### config.mk
export PLATFORM = sky130hd
export DESIGN_NAME = fcs_status_regs
export DESIGN_NICKNAME = d
export VERILOG_FILES = /design/src/hdl/fcs_pkg.sv /design/src/hdl/fcs_status_regs.sv
export SDC_FILE = /design/constraint.sdc
export NUM_CORES = 1
export LEC_CHECK = 0
export BUFFER_PORTS_ARGS = -buffer_cell sky130_fd_sc_hd__clkbuf_2
export CAP_MARGIN = 20
export CORE_MARGIN = 3
export CORE_UTILIZATION = 48
export CTS_BUF_LIST = sky130_fd_sc_hd__clkbuf_2 sky130_fd_sc_hd__clkbuf_4 sky130_fd_sc_hd__clkbuf_8
export CTS_CLUSTER_DIAMETER = 30
export DETAILED_ROUTE_END_ITERATION = 8
export GPL_TIMING_DRIVEN = 0
export PLACE_DENSITY_LB_ADDON = 0.2
export REMOVE_ABC_BUFFERS = 1
export SYNTH_ARGS = -nofsm -noshare
export SYNTH_HDL_FRONTEND = slang
export SYNTH_SLANG_ARGS = --single-unit
export TNS_END_PERCENT = 20
### constraint.sdc
create_clock -name aclk -period 2 [get_ports aclk]
set_input_delay 0.4 -clock aclk [delete_from_list [all_inputs] [get_ports aclk]]
set_output_delay 0.4 -clock aclk [all_outputs]
set_load 0.05 [all_outputs]
### src/hdl/fcs_pkg.sv
// fcs_pkg: constants and carrier types for the flash controller status register bank
package fcs_pkg;

   // bus geometry
   localparam int unsigned DATA_W      = 32;
   localparam int unsigned ADDR_W      = 32;
   localparam int unsigned DEC_W       = 12;        // low address bits that decode the bank
   localparam int unsigned ERR_ADDR_W  = 18;

   // register byte addresses
   localparam logic [ADDR_W-1:0] ADDR_IRQ_ENABLE   = 32'h4000_0810;
   localparam logic [ADDR_W-1:0] ADDR_ENGINE_STAT  = 32'h4000_0814;
   localparam logic [ADDR_W-1:0] ADDR_FETCH_STAT   = 32'h4000_0818;
   localparam logic [ADDR_W-1:0] ADDR_LOAD_STAT    = 32'h4000_081c;

   // engine status fields
   localparam int unsigned BIT_CMD_DONE     = 0;
   localparam int unsigned BIT_BAD_CMD      = 1;
   localparam int unsigned BIT_PROTECTED    = 2;
   localparam int unsigned BIT_UNLOCK_FAIL  = 3;
   localparam int unsigned BIT_ENGINE_BUSY  = 4;
   localparam int unsigned BIT_PERMIT_LO    = 5;   // key, boot, program permits at 5, 6, 7
   localparam int unsigned BIT_PERMIT_CLEAR = 8;

   // error status fields
   localparam int unsigned BIT_ERASED       = 29;
   localparam int unsigned BIT_CORRECTED    = 30;
   localparam int unsigned BIT_UNCORRECT    = 31;

   // interrupt enable fields
   localparam int unsigned IRQ_EN_W         = 8;
   localparam int unsigned IRQ_LOAD_LO      = 4;   // load erased, corrected, uncorrectable
   localparam int unsigned IRQ_FETCH_CORR   = 7;

   // reset values
   localparam logic [3:0]          RST_ENGINE_FLAGS = 4'h0;
   localparam logic [2:0]          RST_PERMITS      = 3'h0;
   localparam logic [2:0]          RST_ERR_FLAGS    = 3'h0;
   localparam logic [ERR_ADDR_W-1:0] RST_ERR_ADDR   = 18'h0_0000;
   localparam logic [IRQ_EN_W-1:0] RST_IRQ_EN       = 8'h00;

   // axi responses
   localparam logic [1:0] RESP_OKAY   = 2'h0;
   localparam logic [1:0] RESP_SLVERR = 2'h2;

   // one-cycle event reports from the command engine
   typedef struct packed {
      logic done;
      logic bad_command;
      logic protected_area;
      logic unlock_failed;
   } fcs_engine_event_type;

   // one-cycle error report from a fetch or a load path
   typedef struct packed {
      logic                  erased;
      logic                  corrected;
      logic                  uncorrectable;
      logic [ERR_ADDR_W-1:0] address;   // msb: 0 primary array, 1 auxiliary array
   } fcs_error_event_type;

   // captured error state of one path
   typedef struct packed {
      logic [2:0]            flags;     // {uncorrectable, corrected, erased}
      logic [ERR_ADDR_W-1:0] address;
   } fcs_error_state_type;

endpackage

### src/hdl/fcs_status_regs.sv
// fcs_status_regs: flash controller status, error capture and interrupt enable registers on axi4-lite
//
// Local design decision: the AXI4-Lite slave port.
`timescale 1ns/1ns

// Notes on behaviour
// - command done sets bit 0, read clears
// - bad command sets bit 1, read clears
// - protected area access sets bit 2, read clears
// - failed unlock sets bit 3, read clears
// - bit 4 shows live engine busy
// - key erase allowed while locked if permitted
// - boot row write allowed if permitted
// - program row write allowed if permitted
// - writing one to bit 8 clears permits
// - fetch address holds first fetch error
// - address msb selects primary or auxiliary array
// - fetch erased read sets bit 29
// - fetch correction sets bit 30
// - fetch uncorrectable error sets bit 31
// - load address holds first load error
// - load erased read sets bit 29
// - load correction sets bit 30
// - load uncorrectable error sets bit 31
// - enabled flags drive the flash interrupt; of the fetch flags only correction has an enable
module fcs_status_regs
   import fcs_pkg::*;
(
   // clock and reset
   input  wire logic                  aclk,
   input  wire logic                  aresetn,
   // axi4-lite write address
   input  wire logic                  s_axi_awvalid,
   output      logic                  s_axi_awready,
   input  wire logic [ADDR_W-1:0]     s_axi_awaddr,
   input  wire logic [2:0]            s_axi_awprot,
   // axi4-lite write data
   input  wire logic                  s_axi_wvalid,
   output      logic                  s_axi_wready,
   input  wire logic [DATA_W-1:0]     s_axi_wdata,
   input  wire logic [3:0]            s_axi_wstrb,
   // axi4-lite write response
   output      logic                  s_axi_bvalid,
   input  wire logic                  s_axi_bready,
   output      logic [1:0]            s_axi_bresp,
   // axi4-lite read address
   input  wire logic                  s_axi_arvalid,
   output      logic                  s_axi_arready,
   input  wire logic [ADDR_W-1:0]     s_axi_araddr,
   input  wire logic [2:0]            s_axi_arprot,
   // axi4-lite read data
   output      logic                  s_axi_rvalid,
   input  wire logic                  s_axi_rready,
   output      logic [DATA_W-1:0]     s_axi_rdata,
   output      logic [1:0]            s_axi_rresp,
   // command engine side
   input  wire fcs_engine_event_type  engine_event,
   input  wire logic                  engine_busy,
   input  wire logic                  flash_locked,
   input  wire logic [2:0]            permit_set,
   output      logic                  key_erase_allow,
   output      logic                  boot_write_allow,
   output      logic                  program_write_allow,
   // read path error reports
   input  wire fcs_error_event_type   fetch_event,
   input  wire fcs_error_event_type   load_event,
   // interrupt
   output      logic                  flash_irq
);

   // register state
   logic [3:0]            engine_flags;
   logic [2:0]            permits;          // {program, boot, key}
   logic [IRQ_EN_W-1:0]   irq_enable;
   fcs_error_state_type   fetch_state;
   fcs_error_state_type   load_state;

   // write channel holding
   logic                  aw_held;
   logic                  w_held;
   logic [DEC_W-1:0]      aw_addr;
   logic [DATA_W-1:0]     w_data;
   logic [3:0]            w_strb;

   // decoded strobes
   logic                  wr_fire;
   logic                  rd_fire;
   logic                  rd_engine;
   logic                  rd_fetch;
   logic                  rd_load;
   logic [3:0]            engine_set;
   logic [2:0]            fetch_set;
   logic [2:0]            load_set;
   logic [DATA_W-1:0]     next_rdata;
   logic                  next_rvalid_err;

   // write: address and data accepted independently, one write in flight
   assign s_axi_awready = !aw_held && !s_axi_bvalid;
   assign s_axi_wready  = !w_held && !s_axi_bvalid;
   assign wr_fire       = aw_held && w_held && !s_axi_bvalid;

   // capture write address
   always_ff @(posedge aclk) begin
      if (!aresetn) begin
         aw_held <= 1'b0;
         aw_addr <= '0;
      end else if (s_axi_awvalid && s_axi_awready) begin
         aw_held <= 1'b1;
         aw_addr <= s_axi_awaddr[DEC_W-1:0];
      end else if (wr_fire) begin
         aw_held <= 1'b0;
      end
   end

   // capture write data
   always_ff @(posedge aclk) begin
      if (!aresetn) begin
         w_held <= 1'b0;
         w_data <= '0;
         w_strb <= '0;
      end else if (s_axi_wvalid && s_axi_wready) begin
         w_held <= 1'b1;
         w_data <= s_axi_wdata;
         w_strb <= s_axi_wstrb;
      end else if (wr_fire) begin
         w_held <= 1'b0;
      end
   end

   // write response; unmapped addresses answer slverr
   always_ff @(posedge aclk) begin
      if (!aresetn) begin
         s_axi_bvalid <= 1'b0;
         s_axi_bresp  <= RESP_OKAY;
      end else if (wr_fire) begin
         s_axi_bvalid <= 1'b1;
         s_axi_bresp  <= (aw_addr[DEC_W-1:2] >= ADDR_IRQ_ENABLE[DEC_W-1:2] &&
                          aw_addr[DEC_W-1:2] <= ADDR_LOAD_STAT[DEC_W-1:2]) ? RESP_OKAY : RESP_SLVERR;
      end else if (s_axi_bready) begin
         s_axi_bvalid <= 1'b0;
      end
   end

   // interrupt enables; only byte lane 0 holds bits
   always_ff @(posedge aclk) begin
      if (!aresetn) begin
         irq_enable <= RST_IRQ_EN;
      end else if (wr_fire && w_strb[0] && aw_addr[DEC_W-1:2] == ADDR_IRQ_ENABLE[DEC_W-1:2]) begin
         irq_enable <= w_data[IRQ_EN_W-1:0];
      end
   end

   // read: one read in flight, the clearing side effect happens at acceptance
   assign s_axi_arready = !s_axi_rvalid;
   assign rd_fire       = s_axi_arvalid && s_axi_arready;
   assign rd_engine     = rd_fire && s_axi_araddr[DEC_W-1:2] == ADDR_ENGINE_STAT[DEC_W-1:2];
   assign rd_fetch      = rd_fire && s_axi_araddr[DEC_W-1:2] == ADDR_FETCH_STAT[DEC_W-1:2];
   assign rd_load       = rd_fire && s_axi_araddr[DEC_W-1:2] == ADDR_LOAD_STAT[DEC_W-1:2];

   // read data mux, reserved bits zero
   always_comb begin
      next_rdata      = '0;
      next_rvalid_err = 1'b0;
      unique case (s_axi_araddr[DEC_W-1:2])
         ADDR_IRQ_ENABLE[DEC_W-1:2]: begin
            next_rdata[IRQ_EN_W-1:0] = irq_enable;
         end
         ADDR_ENGINE_STAT[DEC_W-1:2]: begin
            next_rdata[BIT_UNLOCK_FAIL:BIT_CMD_DONE]  = engine_flags;
            next_rdata[BIT_ENGINE_BUSY]               = engine_busy;
            next_rdata[BIT_PERMIT_LO+2:BIT_PERMIT_LO] = permits;
         end
         ADDR_FETCH_STAT[DEC_W-1:2]: begin
            next_rdata[ERR_ADDR_W-1:0]            = fetch_state.address;
            next_rdata[BIT_UNCORRECT:BIT_ERASED]  = fetch_state.flags;
         end
         ADDR_LOAD_STAT[DEC_W-1:2]: begin
            next_rdata[ERR_ADDR_W-1:0]            = load_state.address;
            next_rdata[BIT_UNCORRECT:BIT_ERASED]  = load_state.flags;
         end
         default: begin
            next_rvalid_err = 1'b1;
         end
      endcase
   end

   // read data register
   always_ff @(posedge aclk) begin
      if (!aresetn) begin
         s_axi_rvalid <= 1'b0;
         s_axi_rdata  <= '0;
         s_axi_rresp  <= RESP_OKAY;
      end else if (rd_fire) begin
         s_axi_rvalid <= 1'b1;
         s_axi_rdata  <= next_rdata;
         s_axi_rresp  <= next_rvalid_err ? RESP_SLVERR : RESP_OKAY;
      end else if (s_axi_rready) begin
         s_axi_rvalid <= 1'b0;
      end
   end

   // event vectors in register bit order
   assign engine_set = {engine_event.unlock_failed, engine_event.protected_area,
                        engine_event.bad_command, engine_event.done};
   assign fetch_set  = {fetch_event.uncorrectable, fetch_event.corrected, fetch_event.erased};
   assign load_set   = {load_event.uncorrectable, load_event.corrected, load_event.erased};

   // read-clear flags; set term or-ed after the clear
   always_ff @(posedge aclk) begin
      if (!aresetn) begin
         engine_flags <= RST_ENGINE_FLAGS;
      end else begin
         engine_flags <= (engine_flags & {4{!rd_engine}}) | engine_set;
      end
   end

   // permit clear, a simultaneous set still wins
   always_ff @(posedge aclk) begin
      if (!aresetn) begin
         permits <= RST_PERMITS;
      end else begin
         if (wr_fire && w_strb[1] && w_data[BIT_PERMIT_CLEAR] &&
             aw_addr[DEC_W-1:2] == ADDR_ENGINE_STAT[DEC_W-1:2]) begin
            permits <= permit_set;
         end else begin
            permits <= permits | permit_set;
         end
      end
   end

   assign key_erase_allow     = !flash_locked || permits[0];
   assign boot_write_allow    = !flash_locked || permits[1];
   assign program_write_allow = !flash_locked || permits[2];

   // fetch flags; first-error address, msb is the array select
   always_ff @(posedge aclk) begin
      if (!aresetn) begin
         fetch_state.flags   <= RST_ERR_FLAGS;
         fetch_state.address <= RST_ERR_ADDR;
      end else begin
         fetch_state.flags <= (fetch_state.flags & {3{!rd_fetch}}) | fetch_set;
         // a read in the same cycle empties the flags, so a new error recaptures
         if (|fetch_set && (fetch_state.flags == 3'h0 || rd_fetch)) begin
            fetch_state.address <= fetch_event.address;
         end
      end
   end

   always_ff @(posedge aclk) begin
      if (!aresetn) begin
         load_state.flags   <= RST_ERR_FLAGS;
         load_state.address <= RST_ERR_ADDR;
      end else begin
         load_state.flags <= (load_state.flags & {3{!rd_load}}) | load_set;
         if (|load_set && (load_state.flags == 3'h0 || rd_load)) begin
            load_state.address <= load_event.address;
         end
      end
   end

   // gated interrupt; built from flops only, so no glitch path from the bus
   assign flash_irq = |(engine_flags & irq_enable[3:0]) |
                      |(load_state.flags & irq_enable[IRQ_LOAD_LO+2:IRQ_LOAD_LO]) |
                      (fetch_state.flags[1] & irq_enable[IRQ_FETCH_CORR]);
endmodule // fcs_status_regs

Word-level counts from Yosys, hierarchy flattened
Cells that the tools add are included.
Operators by class
  magnitude comparators: 2
  equal/unequal tests: 6
  mux-type cells: 13
  bitwise logic cells: 12
  reduce and logical (&&, ||, !) cells: 42
Operators with widths (number)
  equality test 10 bit, second input constant: 6
  one-hot mux 8 bit (4 select lines): 1
  one-hot mux 10 bit (2 select lines): 1
  logical AND 1 bit: 18
  >= comparator 10 bit, second input constant: 1
  less-or-equal comparator 10 bit, second input constant: 1
  bitwise AND 3 bit: 3
  OR 3 bit: 3
  OR reduction 3 bit: 3
  bitwise AND 4 bit: 2
  logical NOT 1 bit: 8
  nonzero test 2 bit: 4
  OR reduction 4 bit: 2
  two-way mux 1 bit: 7
  logical NOT 3 bit: 2
  one-hot mux 3 bit (2 select lines): 1
  logical OR 1 bit: 5
  two-way mux 2 bit: 2
  OR 4 bit: 1
  two-way mux 3 bit: 1
  OR 1 bit: 2
  bitwise AND 1 bit: 1
Storage, ports and cells
  bits in registers: 109
  bits of input ports: 164
  output and inout bits: 45
  logic and storage cells: 92

Logic depth before layout (Yosys ltp)
  depth in word-level cells: 6
  mapped depth: 7
  depth with buffers taken out: 4

Least setup slack after synthesis
Ideal clock, no wire load.
  path type: flip-flop to flip-flop
  from: register s_axi_bvalid
  to: register w_data[1]
  library setup time: 0.076 ns
  data arrival time: 1.990 ns
  required time: 1.924 ns
  setup slack: -0.066 ns
  cell stages (with the launch flop): 6
  path buffers: 1
  clock period less this slack: 2.066 ns
  cells stage by stage: dfxtp_1 -> nor2_1 -> and2_1 -> clkbuf_1 -> nand2_1 -> a21boi_0
Between the ends
  word-level cells in the longest chain between the ends: 3
RTL lines
  from (decl): line fcs_status_regs.sv:43  | output logic s_axi_bvalid,
  from (signal assigned): line fcs_status_regs.sv:133  | s_axi_bvalid <= 1'b0;
  from (signal assigned): line fcs_status_regs.sv:136  | s_axi_bvalid <= 1'b1;
  from (signal assigned): line fcs_status_regs.sv:140  | s_axi_bvalid <= 1'b0;
  logical NOT 1 bit: line fcs_status_regs.sv:99  | assign s_axi_wready = !w_held && !s_axi_bvalid;
  logical AND 1 bit: line fcs_status_regs.sv:99
  via s_axi_wready: line fcs_status_regs.sv:39  | output logic s_axi_wready,
  logical AND 1 bit: line fcs_status_regs.sv:121  | end else if (s_axi_wvalid && s_axi_wready) begin
  to (signal assigned): line fcs_status_regs.sv:123  | w_data <= s_axi_wdata;
  to (decl): line fcs_status_regs.sv:82  | logic [DATA_W-1:0] w_data;
The timed path passes the listed nets, and every way through them passes these cells.
A chain may end at the register's enable or synchronous reset.

Worst setup path after layout
  from: register s_axi_rvalid
  to: register load_state[16] in the netlist's numbering
Between the ends
  word-level cells in the longest chain between the ends: 5
RTL lines
  from (decl): line fcs_status_regs.sv:52  | output logic s_axi_rvalid,
  from (signal assigned): line fcs_status_regs.sv:190  | s_axi_rvalid <= 1'b0;
  from (signal assigned): line fcs_status_regs.sv:194  | s_axi_rvalid <= 1'b1;
  from (signal assigned): line fcs_status_regs.sv:198  | s_axi_rvalid <= 1'b0;
  logical NOT 1 bit: line fcs_status_regs.sv:154  | assign s_axi_arready = !s_axi_rvalid;
  logical AND 1 bit: line fcs_status_regs.sv:155  | assign rd_fire = s_axi_arvalid && s_axi_arready;
  logical AND 1 bit: line fcs_status_regs.sv:158  | assign rd_load = rd_fire && s_axi_araddr[DEC_W-1:2] == ADDR_LOAD_STAT[DEC_W-1:2];
  logical OR 1 bit: line fcs_status_regs.sv:255  | if (|load_set && (load_state.flags == 3'h0 || rd_load)) begin
  logical AND 1 bit: line fcs_status_regs.sv:255
  to (decl): line fcs_status_regs.sv:76  | fcs_error_state_type load_state;
Every way passes these cells.

==> results.txt <==
DR pass1 iterations: 5
min Tclk post-route: 1.79 ns
Syn. warnings: 0
Worst Path Max Fanout: 24
Leak: 0.00236 µW
antenna violations before repair: 0
IO Count: 209
All-Layer GR Usage: 19.5%
Final period util: 89.6%
number of max-slew violations in the final report: 0
vias in the first global route: 3454
most frequent cells in the layout: nand2_1, clkbuf_2, dfxtp_1
setup ws final: 0.208 ns
simple-gate share of the synthesized area: 19.4%
Seq/Total Area, Yosys: 46.7%
RSZ-0062 raised after global routing: no
Area Overhead vs Synth: 17.9%
Num Clock Sinks: 105
Adder-Cell Fraction of Synth Area: 0%
FP Rows: 34
RePlAce Congestion: 0.794
Synth Instances: 489
share of cells above drive strength 1: 26.3%
critical path arrival: 2.08 ns
TNS Setup: 0 ns
grt total ovfl: 0
pwr dens: 803 mW/mm²
first-pass GRT wire length: 16.4 mm
drt initial violations: 137
Worst-path clk slew: 0.10 ns
Die W: 103 µm
CTS H-Tree Depth: 3
wire length per cell: 14.5 µm
asr flop ratio synth: 0%
die height: 103 µm
Die Footprint: 0.0106 mm²
CTS tree: built
post-placement setup slack: -1.03 ns
Worst-Skew Late Latency: 0.35 ns
Worst-Margin Slew: 1.03 ns
Synth Area in Compound Gates: 14.0%
drt drc: 0
Critical Path RT: 2.28 ns
Main synth FF type: dfxtp_1
maxcap violations: 0
Starting Density: 50.4%
flops & latches, synth: 105
Vias/cell: 5.23
Core Region: 0.00893 mm²
overall routed net length: 10.2 mm
Synth Area per Inst: 9.20 µm²
Via Count: 3683
largest family of logic cells by synthesized area: simple AND/OR/NAND/NOR gates
Worst setup EP type: flop
post-synthesis mux area share: 13.8%
crit start category: flop
TritonCTS Buffers: 9
VDD IR max: 0.319 mV
Longest Clk Path Bufs: 2
number of inserted diodes: 0
highest clock rate: 0.558 GHz
clk_skew: 0.0115 ns
Synth Area in XOR/XNOR: 0%
distinct cell type count after synthesis: 36
Slew HR: 31.3%
port bufs: 120
Nets: 756
Final setup viols: 0
Post-DP HPWL: 7.29 mm
number of flops mapped to enable cells by yosys: 0
Crit Path Class: reg -> reg
Post-Synthesis Cell Area: 0.00450 mm²
largest net degree at the start of global routing: 80
Hold Fails Final Rpt: 0
outcome: complete, no violations
CTS root buf: clkbuf_8
antenna-violating nets left: 0
worst hold-check path type: in -> reg
[layer usage]
metal	part of all wire, %	vias up	GRT usage [%]
li1	-	1863	-
met1	44	1694	26.5
met2	48	114	31.2
met3	6.4	12	3.86
met4	1.4	0	6.97
met5	0	-	0
[sequential cells by signal, indices dropped and copies added, names as in the netlist, 2 cells and up]
register      count
w_strb            2
w_data            9
s_axi_rdata      21
engine_flags      4
fetch_state      21
load_state       21
permits           3
irq_enable        8
aw_addr          10
[synth_stat cells (2+ instances only)]
library cell | count | area, µm²
a22o_1 | 3 | 26.3
mux4_2 | 8 | 180
o21ai_0 | 25 | 125
inv_1 | 2 | 7.51
nand4_1 | 2 | 12.5
a21oi_1 | 10 | 50.1
a21boi_0 | 24 | 180
and2_1 | 2 | 12.5
or4b_4 | 2 | 27.5
buf_6 | 2 | 22.5
buf_4 | 13 | 97.6
a22oi_1 | 12 | 90.1
dfxtp_1 | 105 | 2100
nand2_1 | 119 | 447
mux2i_1 | 44 | 440
a21o_1 | 2 | 15.0
buf_8 | 2 | 30.0
nor3_1 | 2 | 10.0
nand2b_1 | 7 | 43.8
nor4b_1 | 2 | 17.5
a221oi_1 | 13 | 114
clkbuf_1 | 25 | 93.8
nor3_4 | 2 | 32.5
o211a_1 | 2 | 20.0
buf_2 | 4 | 20.0
nor2b_1 | 17 | 106
nor2_1 | 28 | 105
nor4_1 | 2 | 12.5
[critical path, stage by stage (launching register included)]
cell and delay (ns):
dfxtp_1 0.36, nand2b_2 0.47, nor2_1 0.25, a21o_4 0.38, mux2i_1 0.25
[worst paths after layout]
check                                     start               to  slack (ns)  cells after the start
worst max register to register     s_axi_rvalid   load_state[16]        0.21                      4
worst min register to register    load_state[4]    load_state[4]        0.46                      2
worst min-delay path            fetch_event[11]  fetch_state[11]        0.26                      3
worst max-delay path               s_axi_rvalid   load_state[16]        0.21                      4
[through the flow]
| step | util (%) | power [µW] | std cells | cell area [µm²] | hold slack (ns) |
|---|---|---|---|---|---|
| after global placement | 56.2 | 3010 | 683 | 5020 | 0.442 |
| after global routing | 59.4 | 4480 | 704 | 5310 | 0.249 |
| final | 59.4 | 4260 | 704 | 5310 | 0.261 |
| after CTS | 59.1 | 4320 | 701 | 5280 | 0.244 |
| after detailed placement | 56.6 | 3030 | 685 | 5060 | 0.445 |
| after floorplan | - | 2770 | 455 | 4280 | 0.432 |
[cells by family (layout without fill, tap and decap cells)]
family / Yosys count / count (layout)
flip-flops: 105 / 105
other: 1 / 13
multiplexers: 52 / 52
buffers and inverters: 48 / 143
AO/OA/AOI/OAI: 92 / 92
AND/OR/NAND/NOR: 191 / 191
[cell type report]
cell class                 count  area (µm²)
clock inverter                 4        55.1
inverter                       2        7.51
fill                         800        3630
tap                          108         135
clock buffer                  11         139
timing repair buffer         126         672
sequential                   105        2100
multi-input combinational    348        2200
[timing repair]
item	CTS	global route
setup endpoints to repair	51	27
hold buffers	0	0
gates resized for setup	5	1
pin swaps	3	2
buffers inserted	1	3
[where the power goes]
part | internal, µW | leakage, µW | switching, µW
Sequential | 2220 | 0.000862 | 74.3
Clock | 606 | 0.0000964 | 682
Combinational | 245 | 0.00140 | 435
Total | 3070 | 0.00236 | 1190
Note: power is estimated with default switching activity, not from simulation.
